File: src/cabbo_consts.svh
// cabbo_consts.svh: widths, ranges and field positions of the arithmetic, bit and branch core
`ifndef CABBO_CONSTS_SVH
`define CABBO_CONSTS_SVH
`define CABBO_DATA_W 8
`define CABBO_ADDR_W 7
`define CABBO_ADDR_MAX 7'h7F
`define CABBO_BIT_W 3
`define CABBO_PC_W 15
`define CABBO_OFS_W 9
`define CABBO_OFS_MIN (-256)
`define CABBO_OFS_MAX 255
`define CABBO_NIB_MSB 3
`define CABBO_DEST_ACC 1'h0
`define CABBO_DEST_REG 1'h1
`define CABBO_PC_STEP 15'h0001
`define CABBO_PC_SKIP 15'h0002
`define CABBO_ACC_RST 8'h00
`define CABBO_PC_RST 15'h0000
`endif

File: src/cabbo_pkg.sv
// cabbo_pkg.sv: operation and sequencing types of the arithmetic, bit and branch core
package cabbo_pkg;
  typedef enum logic [5:0] {
    CABBO_OP_ADD  = 6'h01,
    CABBO_OP_ADDC = 6'h02,
    CABBO_OP_ASR  = 6'h04,
    CABBO_OP_BCLR = 6'h08,
    CABBO_OP_SKPL = 6'h10,
    CABBO_OP_RJMP = 6'h20
  } cabbo_op_t;
  typedef enum logic [1:0] {
    CABBO_ST_EXEC = 2'h1,
    CABBO_ST_IDLE = 2'h2
  } cabbo_state_t;
endpackage : cabbo_pkg

File: src/cabbo_alu_if.sv
// cabbo_alu_if.sv: operand and result bundle between the core sequencer and its datapath
`timescale 1ns/1ps
`include "cabbo_consts.svh"
interface cabbo_alu_if;
  import cabbo_pkg::*;
  cabbo_op_t op;
  logic [`CABBO_DATA_W-1:0] a;
  logic [`CABBO_DATA_W-1:0] f;
  logic cin;
  logic [`CABBO_BIT_W-1:0] bit_sel;
  logic [`CABBO_DATA_W-1:0] res;
  logic c;
  logic hc;
  logic z;
  logic wr_c;
  logic wr_hc;
  logic wr_z;
  logic bit_val;
  modport core (output op, a, f, cin, bit_sel,
                input res, c, hc, z, wr_c, wr_hc, wr_z, bit_val);
  modport alu (input op, a, f, cin, bit_sel,
               output res, c, hc, z, wr_c, wr_hc, wr_z, bit_val);
endinterface : cabbo_alu_if

File: src/cabbo_alu.sv
// cabbo_alu.sv: combinational datapath for add, add with carry, shift and bit clear
`timescale 1ns/1ps
`include "cabbo_consts.svh"
module cabbo_alu
  import cabbo_pkg::*;
(
  // operands in, results out
  cabbo_alu_if.alu bus
);
  logic [`CABBO_DATA_W:0] sum;
  logic [`CABBO_NIB_MSB+1:0] nib;
  logic cin_eff;

  // only add with carry folds the stored carry in
  assign cin_eff = (bus.op == CABBO_OP_ADDC) ? bus.cin : 1'h0;
  assign sum = {1'h0, bus.a} + {1'h0, bus.f} + {8'h00, cin_eff};
  assign nib = {1'h0, bus.a[`CABBO_NIB_MSB:0]} + {1'h0, bus.f[`CABBO_NIB_MSB:0]}
             + {4'h0, cin_eff};
  assign bus.bit_val = bus.f[bus.bit_sel];

  always_comb begin
    bus.res = bus.f;
    bus.c = 1'h0;
    bus.hc = 1'h0;
    bus.wr_c = 1'h0;
    bus.wr_hc = 1'h0;
    bus.wr_z = 1'h0;
    unique case (bus.op)
      CABBO_OP_ADD, CABBO_OP_ADDC: begin
        bus.res = sum[`CABBO_DATA_W-1:0];
        bus.c = sum[`CABBO_DATA_W];
        bus.hc = nib[`CABBO_NIB_MSB+1];
        bus.wr_c = 1'h1;
        bus.wr_hc = 1'h1;
        bus.wr_z = 1'h1;
      end
      CABBO_OP_ASR: begin
        bus.res = {bus.f[`CABBO_DATA_W-1], bus.f[`CABBO_DATA_W-1:1]};
        bus.c = bus.f[0];
        bus.wr_c = 1'h1;
        bus.wr_z = 1'h1;
      end
      CABBO_OP_BCLR: begin
        bus.res = bus.f & ~(8'h01 << bus.bit_sel);
      end
      default: begin
        bus.res = bus.f;
      end
    endcase
  end

  assign bus.z = (bus.res == 8'h00);
endmodule : cabbo_alu

File: src/cabbo_core.sv
// cabbo_core.sv: executor for add, shift, bit and branch operations, one cycle each, two for a taken skip or a jump
`timescale 1ns/1ps
`include "cabbo_consts.svh"
module cabbo_core
  import cabbo_pkg::*;
#(
  parameter int ADDR_W = `CABBO_ADDR_W,
  parameter int PC_W = `CABBO_PC_W
)
(
  // clock and reset
  input wire logic clk,
  input wire logic rst_n,
  // instruction slot
  input wire logic op_valid,
  input wire cabbo_op_t op,
  input wire logic [ADDR_W-1:0] reg_addr,
  input wire logic target_sel,
  input wire logic [`CABBO_BIT_W-1:0] bit_sel,
  input wire logic [`CABBO_OFS_W-1:0] offset,
  output logic op_ready,
  // data memory
  input wire logic [`CABBO_DATA_W-1:0] mem_rdata,
  output logic mem_we,
  output logic [ADDR_W-1:0] mem_waddr,
  output logic [`CABBO_DATA_W-1:0] mem_wdata,
  // core state
  output logic [`CABBO_DATA_W-1:0] acc,
  output logic carry_flag,
  output logic half_carry_flag,
  output logic zero_flag,
  output logic [PC_W-1:0] pc,
  output logic idle_cycle
);
  if (ADDR_W != `CABBO_ADDR_W || PC_W <= `CABBO_OFS_W) begin : g_bad_width
    $error("cabbo_core: unsupported address or pc width");
  end

  cabbo_state_t state_q;
  logic [`CABBO_DATA_W-1:0] acc_q;
  logic c_q;
  logic hc_q;
  logic z_q;
  logic [PC_W-1:0] pc_q;
  logic we_q;
  logic [ADDR_W-1:0] waddr_q;
  logic [`CABBO_DATA_W-1:0] wdata_q;
  logic exec;
  logic data_op;
  logic arith_op;
  logic skip_now;
  logic [`CABBO_DATA_W-1:0] f_fwd;
  logic [PC_W-1:0] ofs_ext;

  cabbo_alu_if alu_bus ();

  cabbo_alu u_alu (
    .bus(alu_bus.alu)
  );

  assign exec = op_valid && (state_q == CABBO_ST_EXEC);
  assign arith_op = (op == CABBO_OP_ADD) || (op == CABBO_OP_ADDC) || (op == CABBO_OP_ASR);
  assign data_op = arith_op || (op == CABBO_OP_BCLR);
  // a write still in flight is bypassed so a read-after-write sees the new byte
  assign f_fwd = (we_q && waddr_q == reg_addr) ? wdata_q : mem_rdata;
  assign skip_now = exec && (op == CABBO_OP_SKPL) && !alu_bus.bit_val;
  assign ofs_ext = {{(PC_W-`CABBO_OFS_W){offset[`CABBO_OFS_W-1]}}, offset};

  assign alu_bus.op = op;
  assign alu_bus.a = acc_q;
  assign alu_bus.f = f_fwd;
  assign alu_bus.cin = c_q;
  assign alu_bus.bit_sel = bit_sel;

  // sequencer: a taken skip or jump turns the following slot into an idle cycle
  always_ff @(posedge clk or negedge rst_n) begin
    if (!rst_n) begin
      state_q <= CABBO_ST_EXEC;
    end else begin
      unique case (state_q)
        CABBO_ST_EXEC: begin
          if (skip_now || (exec && op == CABBO_OP_RJMP)) begin
            state_q <= CABBO_ST_IDLE;
          end
        end
        CABBO_ST_IDLE: begin
          state_q <= CABBO_ST_EXEC;
        end
        default: begin
          state_q <= CABBO_ST_EXEC;
        end
      endcase
    end
  end

  // program counter holds the address of the instruction in the slot; in an idle cycle it already holds the next one to execute
  always_ff @(posedge clk or negedge rst_n) begin
    if (!rst_n) begin
      pc_q <= `CABBO_PC_RST;
    end else if (exec) begin
      if (op == CABBO_OP_RJMP) begin
        pc_q <= PC_W'(pc_q + `CABBO_PC_STEP + ofs_ext);
      end else if (skip_now) begin
        pc_q <= PC_W'(pc_q + `CABBO_PC_SKIP);
      end else begin
        pc_q <= PC_W'(pc_q + `CABBO_PC_STEP);
      end
    end
  end

  // accumulator destination
  always_ff @(posedge clk or negedge rst_n) begin
    if (!rst_n) begin
      acc_q <= `CABBO_ACC_RST;
    end else if (exec && arith_op && target_sel == `CABBO_DEST_ACC) begin
      acc_q <= alu_bus.res;
    end
  end

  // register write-back; bit clear always writes the register
  always_ff @(posedge clk or negedge rst_n) begin
    if (!rst_n) begin
      we_q <= 1'h0;
      waddr_q <= '0;
      wdata_q <= 8'h00;
    end else begin
      we_q <= exec && ((arith_op && target_sel == `CABBO_DEST_REG)
              || op == CABBO_OP_BCLR);
      if (exec && data_op) begin
        waddr_q <= reg_addr;
        wdata_q <= alu_bus.res;
      end
    end
  end

  // status flags; skip, jump and bit clear leave them untouched
  always_ff @(posedge clk or negedge rst_n) begin
    if (!rst_n) begin
      c_q <= 1'h0;
      hc_q <= 1'h0;
      z_q <= 1'h0;
    end else if (exec) begin
      if (alu_bus.wr_c) begin
        c_q <= alu_bus.c;
      end
      if (alu_bus.wr_hc) begin
        hc_q <= alu_bus.hc;
      end
      if (alu_bus.wr_z) begin
        z_q <= alu_bus.z;
      end
    end
  end

  assign op_ready = (state_q == CABBO_ST_EXEC);
  assign idle_cycle = (state_q == CABBO_ST_IDLE);
  assign mem_we = we_q;
  assign mem_waddr = waddr_q;
  assign mem_wdata = wdata_q;
  assign acc = acc_q;
  assign carry_flag = c_q;
  assign half_carry_flag = hc_q;
  assign zero_flag = z_q;
  assign pc = pc_q;
endmodule : cabbo_core

File: config.mk
export PLATFORM = sky130hd
export DESIGN_NAME = cabbo_core
export DESIGN_NICKNAME = d
export VERILOG_FILES = /design/src/cabbo_pkg.sv /design/src/cabbo_alu_if.sv /design/src/cabbo_alu.sv /design/src/cabbo_core.sv
export VERILOG_INCLUDE_DIRS = /design/src
export SDC_FILE = /design/constraint.sdc
export NUM_CORES = 1
export LEC_CHECK = 0
export BUFFER_PORTS_ARGS = -buffer_cell sky130_fd_sc_hd__buf_2
export CORE_AREA = 2 2 88 106
export DETAILED_ROUTE_END_ITERATION = 7
export DIE_AREA = 0 0 90 108
export PLACE_DENSITY = 0.63
export SYNTH_ARGS = -nofsm -noshare
export SYNTH_HDL_FRONTEND = slang
export SYNTH_SLANG_ARGS = --single-unit
File: constraint.sdc
create_clock -name clk -period 4.8 [get_ports clk]
set_input_delay 0.48 -clock clk [delete_from_list [all_inputs] [get_ports clk]]
set_output_delay 0.48 -clock clk [all_outputs]
set_load 0.02 [all_outputs]
==> impl_metrics.yaml, run 1 <==
routing:
  drc: 0
  drt_wl_total_um: 9980
  first_pass_iters: 4
  via_per_inst: 5.63
  antenna_left: 0
  vias: 3546
  drtIter0Drc: 147
  wl_per_cell_um: 15.8
clock_network:
  clk_pin_slew_ps: 90
  cts.sinks: 44
  cts-root-buf: "clkbuf_8"
  post-cts-setup-buffer-count: 0
  cts_tree: "built"
  clk_latency_ps: 300
  cts-resized-gates: 0
  ctsLongestPathBuffers: 2
  cts-hold-fix-buffers: 0
  cts_inserted_buffers: 5
  htreeDepth: 2
synthesis:
  synthesis.area_um2: 3820
  yosys_warnings: 0
  synthDistinctLibCells: 68
  synth_enable_flop_cells: 0
  yosys.area.top_type_share: 0.282
  yosys.area.top_type: "dfrtp_1"
  synth_flop_cell: "dfrtp_1"
  avgSynthCellArea_um2: 8.63
  synth_seq_area_share: 0.288
  synthTopCellsByArea: "dfrtp_1, ha_1, xnor2_1"
  ys_ff_latch: 44
  ys_async_sr_fraction: 1.00
  syn_inst: 443
  syn_nets: 506
  synthMostInstantiatedCell: "dfrtp_1"
  ys_top_cells_by_count: "dfrtp_1, nand2_1, nor2_1"
finish:
  nNetsFinal: 575
  synthToLayoutAreaGrowth_pct: 16.1
  antenna_cells: 0
  layout-drive-gt1-share: 0.226
  utilization: 0.515
  seq_area_um2: 1100
  multi_input_area_um2: 2560
  fillers: 875
grt:
  grt_pass1_vias: 3540
  grt-ovfl-total: 0
  met1_usage: 0.264
  grt_pass1_wl_um: 16900
  grt_max_degree: 45
  track_usage: 0.211
  top_usage_layer: "met2"
  grt_use_met2: 0.380
  met3_usage: 0.0216
  antenna_found_initial: 0
run_status:
  status: "finished, final reports clean"
sta:
  period_needed_ps: 3790
  fin_crit_sh: 0.790
  tightestPinTransition_ps: 1030
  relSlewSlack: 0.312
  setup-tns-final_ps: 0
  max_freq_ghz: 0.264
  fin_skew_ps: 12.2
  setup_viol: 0
  slew_violations: 0
  rsz0062_at_grt: "no"
  whs_ps: 348
  hold_viol_final: 0
critical_path:
  slowest_stage: "fa_1"
  reg2reg_depth: 17
  cpPeakStageDelay_ps: 430
  cp_cell_sequence: "xnor2_1, nand4_2, nor2_8, mux2i_1, inv_1, fa_1, inv_1, fa_1, nor2b_1, o21ai_0, and2_1, xor2_1, o22ai_1, a21oi_1, nand2_1, nor4b_1, a22o_1"
  cp_num_buf_inv: 2
  path_delay_family: "simple AND/OR/NAND/NOR gates"
  cp.depth: 17
  critPathRequiredTime_ps: 5050
  startpoint_type: "flip-flop"
  worstSetupPathType: "reg2reg"
  crit_arrival_ps: 4040
  setup.worst_path.end_class: "flip-flop"
  crit_path_max_fanout: 10
placed_design:
  portBuffers: 80
  gp_congestion: 0.860
  dpl.hpwl_um: 7600
floorplanning:
  rows: 37
  core-area_um2: 8610
  die-area_um2: 9720
  die_height_um: 108
  ios: 81
  initial_core_util: 0.444
  chipWidth_um: 90
pwr:
  powerDensity_nw_per_um2: 396
  max-vdd-ir-drop_mv: 0.185
  leakage_nw: 1.98
  total_power_mw: 1.76
hold_path:
  hp-class: "in2async"
job:
  cap_viol_max_count: 0
-- cells in the final DEF, fill, tap and decap left out, types with 4 or more instances in the layout --
| cell type | instances |
|---|---|
| a211oi_1 | 4 |
| a21o_1 | 10 |
| a21oi_1 | 30 |
| a31oi_1 | 4 |
| and2_1 | 5 |
| and3_1 | 5 |
| buf_2 | 80 |
| buf_4 | 4 |
| clkbuf_8 | 7 |
| dfrtp_1 | 43 |
| ha_1 | 23 |
| inv_1 | 18 |
| mux2_2 | 11 |
| mux2i_1 | 12 |
| nand2_1 | 42 |
| nand2b_1 | 5 |
| nand3_1 | 17 |
| nand4_1 | 5 |
| nor2_1 | 33 |
| nor2b_1 | 6 |
| nor3_1 | 4 |
| nor4_1 | 5 |
| o21a_1 | 5 |
| o21ai_0 | 26 |
| o22ai_1 | 8 |
| xnor2_1 | 26 |
| xor2_1 | 14 |
-- logic make-up after synthesis --
group           Yosys count  synth area share
flops                    44             0.288
simple gates            145             0.194
xor+xnor                 40            0.0917
mux                      26            0.0805
compound gates          122             0.212
buf+inv                  40            0.0422
fa+ha+maj                26            0.0910
-- routing by layer --
metal  vias to the layer above  wire, um
met3                        13       367
met5                         -         0
met1                      1687      4410
met4                         0       160
met2                        87      5040
li1                       1759         -
-- power by group --
part | internal (mW) | switching (mW)
Sequential | 0.452 | 0.107
Combinational | 0.380 | 0.501
Clock | 0.184 | 0.132
-- area by class of cell --
type                       count  area share
inverter                      18      0.0152
clock inverter                 1     0.00677
multi-input combinational    359       0.578
timing repair buffer          84      0.0970
clock buffer                   7      0.0217
tap                          117      0.0330
sequential                    44       0.248
-- sequential cells by signal, indices dropped and copies added, names as in the netlist --
| name | cells |
|---|---|
| zero_flag | 1 |
| pc | 15 |
| carry_flag | 1 |
| mem_waddr | 7 |
| state_q | 2 |
| mem_we | 1 |
| mem_wdata | 8 |
| acc | 8 |
| half_carry_flag | 1 |
-- through the flow --
step / std cells / worst slack [ps] / area [um2]
final: 630 / 1010 / 4440
after global routing: 630 / 562 / 4440
after CTS: 630 / 1000 / 4440
after detailed placement: 622 / 821 / 4310
after global placement: 622 / 976 / 4310
after floorplan: 443 / 1370 / 3820
-- final timing paths --
check	startpoint	endpoint	slack, ps
setup / recovery	mem_waddr[0]	zero_flag	1010
hold / removal	rst_n	mem_wdata[2]	350
setup reg to reg	mem_waddr[0]	zero_flag	1010
hold reg to reg	acc[5]	acc[5]	520
max in group asynchronous	rst_n	pc[5]	3800
min in group clk	reg_addr[5]	mem_waddr[5]	440
(Power assumes the default switching activity.)
==> inputs of run 2 (changes only) <==
==> constraint.sdc (replaced) <==
create_clock -name clk -period 3.6 [get_ports clk]
set_input_delay 0.36 -clock clk [delete_from_list [all_inputs] [get_ports clk]]
set_output_delay 0.36 -clock clk [all_outputs]
set_load 0.02 [all_outputs]
==> impl_metrics.yaml, run 2 (synthesis gave the netlist of run 1 again) <==
routing:
  drtIter0Drc: 121
  wl_met3_um: 366
  wl_met1_um: 4410
  antenna_left: 0
  drt_wl_total_um: 10100
  drc: 0
  vias: 3608
  via_per_inst: 5.62
  wl_met2_um: 5100
  top_layer: "met4"
  first_pass_iters: 4
  wl_per_cell_um: 15.7
pwr:
  internal_power_mw: 1.35
  seq_power_share: 0.308
  clockPowerShare: 0.160
  leakage_nw: 2.05
  max-vdd-ir-drop_mv: 0.289
  power_switching_mw: 1.01
  total_power_mw: 2.36
  powerDensity_nw_per_um2: 516
  swShare: 0.427
  combPwrFrac: 0.532
clock_network:
  cts.sinks: 44
  cts-hold-fix-buffers: 0
  post-cts-setup-buffer-count: 0
  clk_pin_slew_ps: 90
  ctsLongestPathBuffers: 2
  cts_tree: "built"
  cts-root-buf: "clkbuf_8"
  cts_inserted_buffers: 5
  clk_latency_ps: 300
  htreeDepth: 2
finish:
  layout-drive-gt1-share: 0.261
  multi_input_area_um2: 2620
  largest_reg_flops: 15
  synthToLayoutAreaGrowth_pct: 19.6
  layout_common_cells: "buf_2, dfrtp_1, nand2_1"
  fillers: 847
  nNetsFinal: 587
  antenna_cells: 0
  seq_area_um2: 1100
  final_common_cell: "buf_2"
  utilization: 0.531
  fin_cells: 642
critical_path:
  worstSetupPathType: "reg2reg"
  reg2reg_depth: 12
  crit_arrival_ps: 3560
  setup.worst_path.end_class: "flip-flop"
  critPathRequiredTime_ps: 3790
  crit_path_max_fanout: 7
  startpoint_type: "flip-flop"
grt:
  grt_max_degree: 45
  antenna_found_initial: 0
  grt-ovfl-total: 0
  track_usage: 0.204
  grt_pass1_vias: 3483
  grt_pass1_wl_um: 16300
placed_design:
  dpl.hpwl_um: 7820
  dp.cells: 634
  portBuffers: 80
  gp_congestion: 0.869
sta:
  hold_viol_final: 0
  fin_skew_ps: 14.1
  fin_crit_sh: 0.935
  whs_ps: 219
  max_freq_ghz: 0.297
  period_needed_ps: 3370
  setup-tns-final_ps: 0
  slew_violations: 0
  setup_viol: 0
  relSlewSlack: 0.343
  tightestPinTransition_ps: 986
floorplanning:
  rows: 37
  die-area_um2: 9720
  chipWidth_um: 90
  core-area_um2: 8610
  ios: 81
  initial_core_util: 0.444
  die_height_um: 108
run_status:
  status: "finished, final reports clean"
job:
  cap_viol_max_count: 0
hold_path:
  hp-class: "in2async"
## run 2: per-layer routing
metal / vias to the layer above / GRT usage
met1: 1720 / 0.249
li1: 1782 / -
met4: 0 / 0.0703
met2: 92 / 0.373
met3: 14 / 0.0230
met5: - / 0
## run 2: critical path, cell delays in order, from the launching register on
cell and delay [ps]:
dfrtp_1 490, ha_1 310, xor2_1 240, ha_1 320, a211oi_1 350, o21ai_0 190, a31oi_1 250, o21ai_0 180
o41a_1 380, a31oi_1 230, xnor2_1 110, a32oi_1 170, nand2_1 60
## run 2: timing repair
action,4_1_cts,5_1_grt
resized for setup,0,13
hold endpoints to repair,0,0
setup endpoints to repair,0,6
## run 2: metrics by stage
stage | setup WS, ps | cell area, um2
after global placement | 125 | 4400
after floorplan | 174 | 3820
after CTS | 80.9 | 4510
after global routing | -19.5 | 4570
final | 234 | 4570
after detailed placement | -17.0 | 4400
## run 2: layout make-up
cell class,count,share of cell area
multi-input combinational,359,0.574
tap,117,0.0320
sequential,44,0.241
timing repair buffer,96,0.114
clock inverter,3,0.00931
clock buffer,5,0.0151
inverter,18,0.0148
## run 2: final timing paths
check	slack [ps]	to	startpoint
min in group clk	330	mem_waddr[1]	reg_addr[1]
worst max-delay path	230	pc[14]	pc[1]
worst min register to register	520	zero_flag	zero_flag
max in group asynchronous	2760	carry_flag	rst_n
worst min-delay path	220	acc[1]	rst_n
worst max register to register	230	pc[14]	pc[1]
## run 2: power by group through the flow
| stage | Clock [mW] | Sequential, mW | Combinational, mW |
|---|---|---|---|
| final | 0.378 | 0.725 | 1.25 |
| after global routing | 0.415 | 0.743 | 1.38 |
| after CTS | 0.390 | 0.722 | 1.24 |
| after detailed placement | 0 | 0.731 | 1.23 |
| after global placement | 0 | 0.728 | 1.21 |
| after floorplan | 0 | 0.839 | 0.765 |
==> inputs of run 3 (changes only) <==
--- a/config.mk
+++ b/config.mk
@@ -8,9 +8,10 @@
 export LEC_CHECK = 0
 export BUFFER_PORTS_ARGS = -buffer_cell sky130_fd_sc_hd__buf_2
 export CORE_AREA = 2 2 88 106
+export CTS_CLUSTER_SIZE = 24
 export DETAILED_ROUTE_END_ITERATION = 7
 export DIE_AREA = 0 0 90 108
-export PLACE_DENSITY = 0.63
+export PLACE_DENSITY = 0.75
 export SYNTH_ARGS = -nofsm -noshare
 export SYNTH_HDL_FRONTEND = slang
 export SYNTH_SLANG_ARGS = --single-unit
==> constraint.sdc (replaced) <==
create_clock -name clk -period 3.6 [get_ports clk]
set_input_delay 0.54 -clock clk [delete_from_list [all_inputs] [get_ports clk]]
set_output_delay 0.54 -clock clk [all_outputs]
set_load 0.02 [all_outputs]
==> impl_metrics.yaml, run 3 (synthesis gave the netlist of run 1 again) <==
finish:
  layout-drive-gt1-share: 0.269
  final_common_cell: "buf_2"
  fillers: 841
  layout_common_cells: "buf_2, dfrtp_1, nand2_1"
  antenna_cells: 0
  largest_reg_flops: 15
  synthToLayoutAreaGrowth_pct: 20.8
  nNetsFinal: 594
sta:
  max_freq_ghz: 0.292
  tightestPinTransition_ps: 1010
  hold_viol_final: 0
  setup-tns-final_ps: 0
  setup_viol: 0
  fin_skew_ps: 8.72
  relSlewSlack: 0.325
  period_needed_ps: 3420
  fin_crit_sh: 0.950
  fin_ws_ps: 179
  slew_violations: 0
routing:
  first_pass_iters: 4
  wl_met2_um: 5240
  wl_per_cell_um: 15.5
  drc: 0
  vias: 3710
  antenna_left: 0
  via_per_inst: 5.72
  drt_wl_total_um: 10100
  wl_met3_um: 475
  wl_met1_um: 4210
  drtIter0Drc: 114
  top_layer: "met4"
floorplanning:
  die_height_um: 108
  initial_core_util: 0.444
  chipWidth_um: 90
  ios: 81
  core-area_um2: 8610
  rows: 37
  die-area_um2: 9720
clock_network:
  cts.sinks: 44
  cts_tree: "built"
  cts-root-buf: "clkbuf_8"
  ctsLongestPathBuffers: 2
  clk_pin_slew_ps: 90
  post-cts-setup-buffer-count: 0
  htreeDepth: 2
  clk_latency_ps: 300
  cts_inserted_buffers: 5
  cts-hold-fix-buffers: 0
pwr:
  max-vdd-ir-drop_mv: 0.275
  leakage_nw: 2.09
  powerDensity_nw_per_um2: 513
placed_design:
  place_ws_ps: -113
  portBuffers: 80
  gp_congestion: 0.913
  dpl.hpwl_um: 7840
grt:
  grt_max_degree: 45
  grt-ovfl-total: 0
  track_usage: 0.206
  grt_pass1_wl_um: 16800
  antenna_found_initial: 0
  grt_pass1_vias: 3629
critical_path:
  setup.worst_path.end_class: "flip-flop"
  critPathRequiredTime_ps: 3780
  startpoint_type: "flip-flop"
  worstSetupPathType: "reg2reg"
  crit_start: "mem_waddr[0]"
  crit_arrival_ps: 3600
  reg2reg_from: "mem_waddr[0]"
  crit_path_max_fanout: 3
job:
  cap_viol_max_count: 0
hold_path:
  hp-class: "in2async"
run_status:
  status: "finished, final reports clean"
-- run 3: critical path: stages, from the launching register on --
cell and delay, ps:
dfrtp_1 420, xnor2_2 180, nand4_2 180, nor2_8 170, mux2i_1 240, inv_1 80
fa_1 410, inv_1 80, fa_1 190, nor2b_1 50, o21ai_1 140, a21boi_0 100
o21ai_0 170, nand2b_1 150, xnor2_2 190, o221ai_2 140, buf_4 160, mux2_2 250
-- run 3: path summary, 6_finish.rpt --
kind                            slack (ps)  cells past startpoint      endpoint
worst max-delay path                   180                     17  mem_wdata[6]
worst min-delay path                   420                      1  mem_wdata[4]
worst max register to register         180                     17  mem_wdata[6]
worst min register to register         530                      1     zero_flag
max in group asynchronous             2560                      1         pc[0]
min in group clk                       500                      2  mem_waddr[6]
-- run 3: repair_timing --
item                                    in CTS  in global routing
hold endpoints to repair                     0                  0
resized for setup                            0                 12
endpoints found under the setup margin       0                  6
-- run 3: per-layer routing --
metal  track usage  up-vias
met5             0        -
met2         0.391      112
met4        0.0560        0
li1              -     1798
met1         0.246     1790
met3        0.0265       10
-- run 3: area by class of cell --
type,instances,area [um2],share of cell area
Clock inverter,2,35.0,0.00759
Inverter,18,67.6,0.0146
Sequential cell,44,1100,0.239
Clock buffer,6,72.6,0.0157
Timing Repair Buffer,103,577,0.125
Multi-Input combinational cell,359,2620,0.567
Tap cell,117,146,0.0317
-- run 3: through the flow --
stage | hold slack, ps | utilization | power [mW] | instance area (um2) | std cells
final | 415 | 0.536 | 2.37 | 4620 | 649
after global routing | 498 | 0.536 | 2.55 | 4620 | 649
after CTS | 448 | 0.530 | 2.36 | 4560 | 649
after detailed placement | 495 | 0.517 | 1.97 | 4450 | 641
after global placement | 503 | 0.517 | 1.93 | 4450 | 641
after floorplan | 244 | - | 1.60 | 3820 | 443
-- run 3: where the power goes --
| part | switching (mW) | internal [mW] | leakage, nW |
|---|---|---|---|
| Sequential | 0.119 | 0.603 | 0.524 |
| Combinational | 0.719 | 0.553 | 1.51 |
| Clock | 0.170 | 0.206 | 0.0552 |
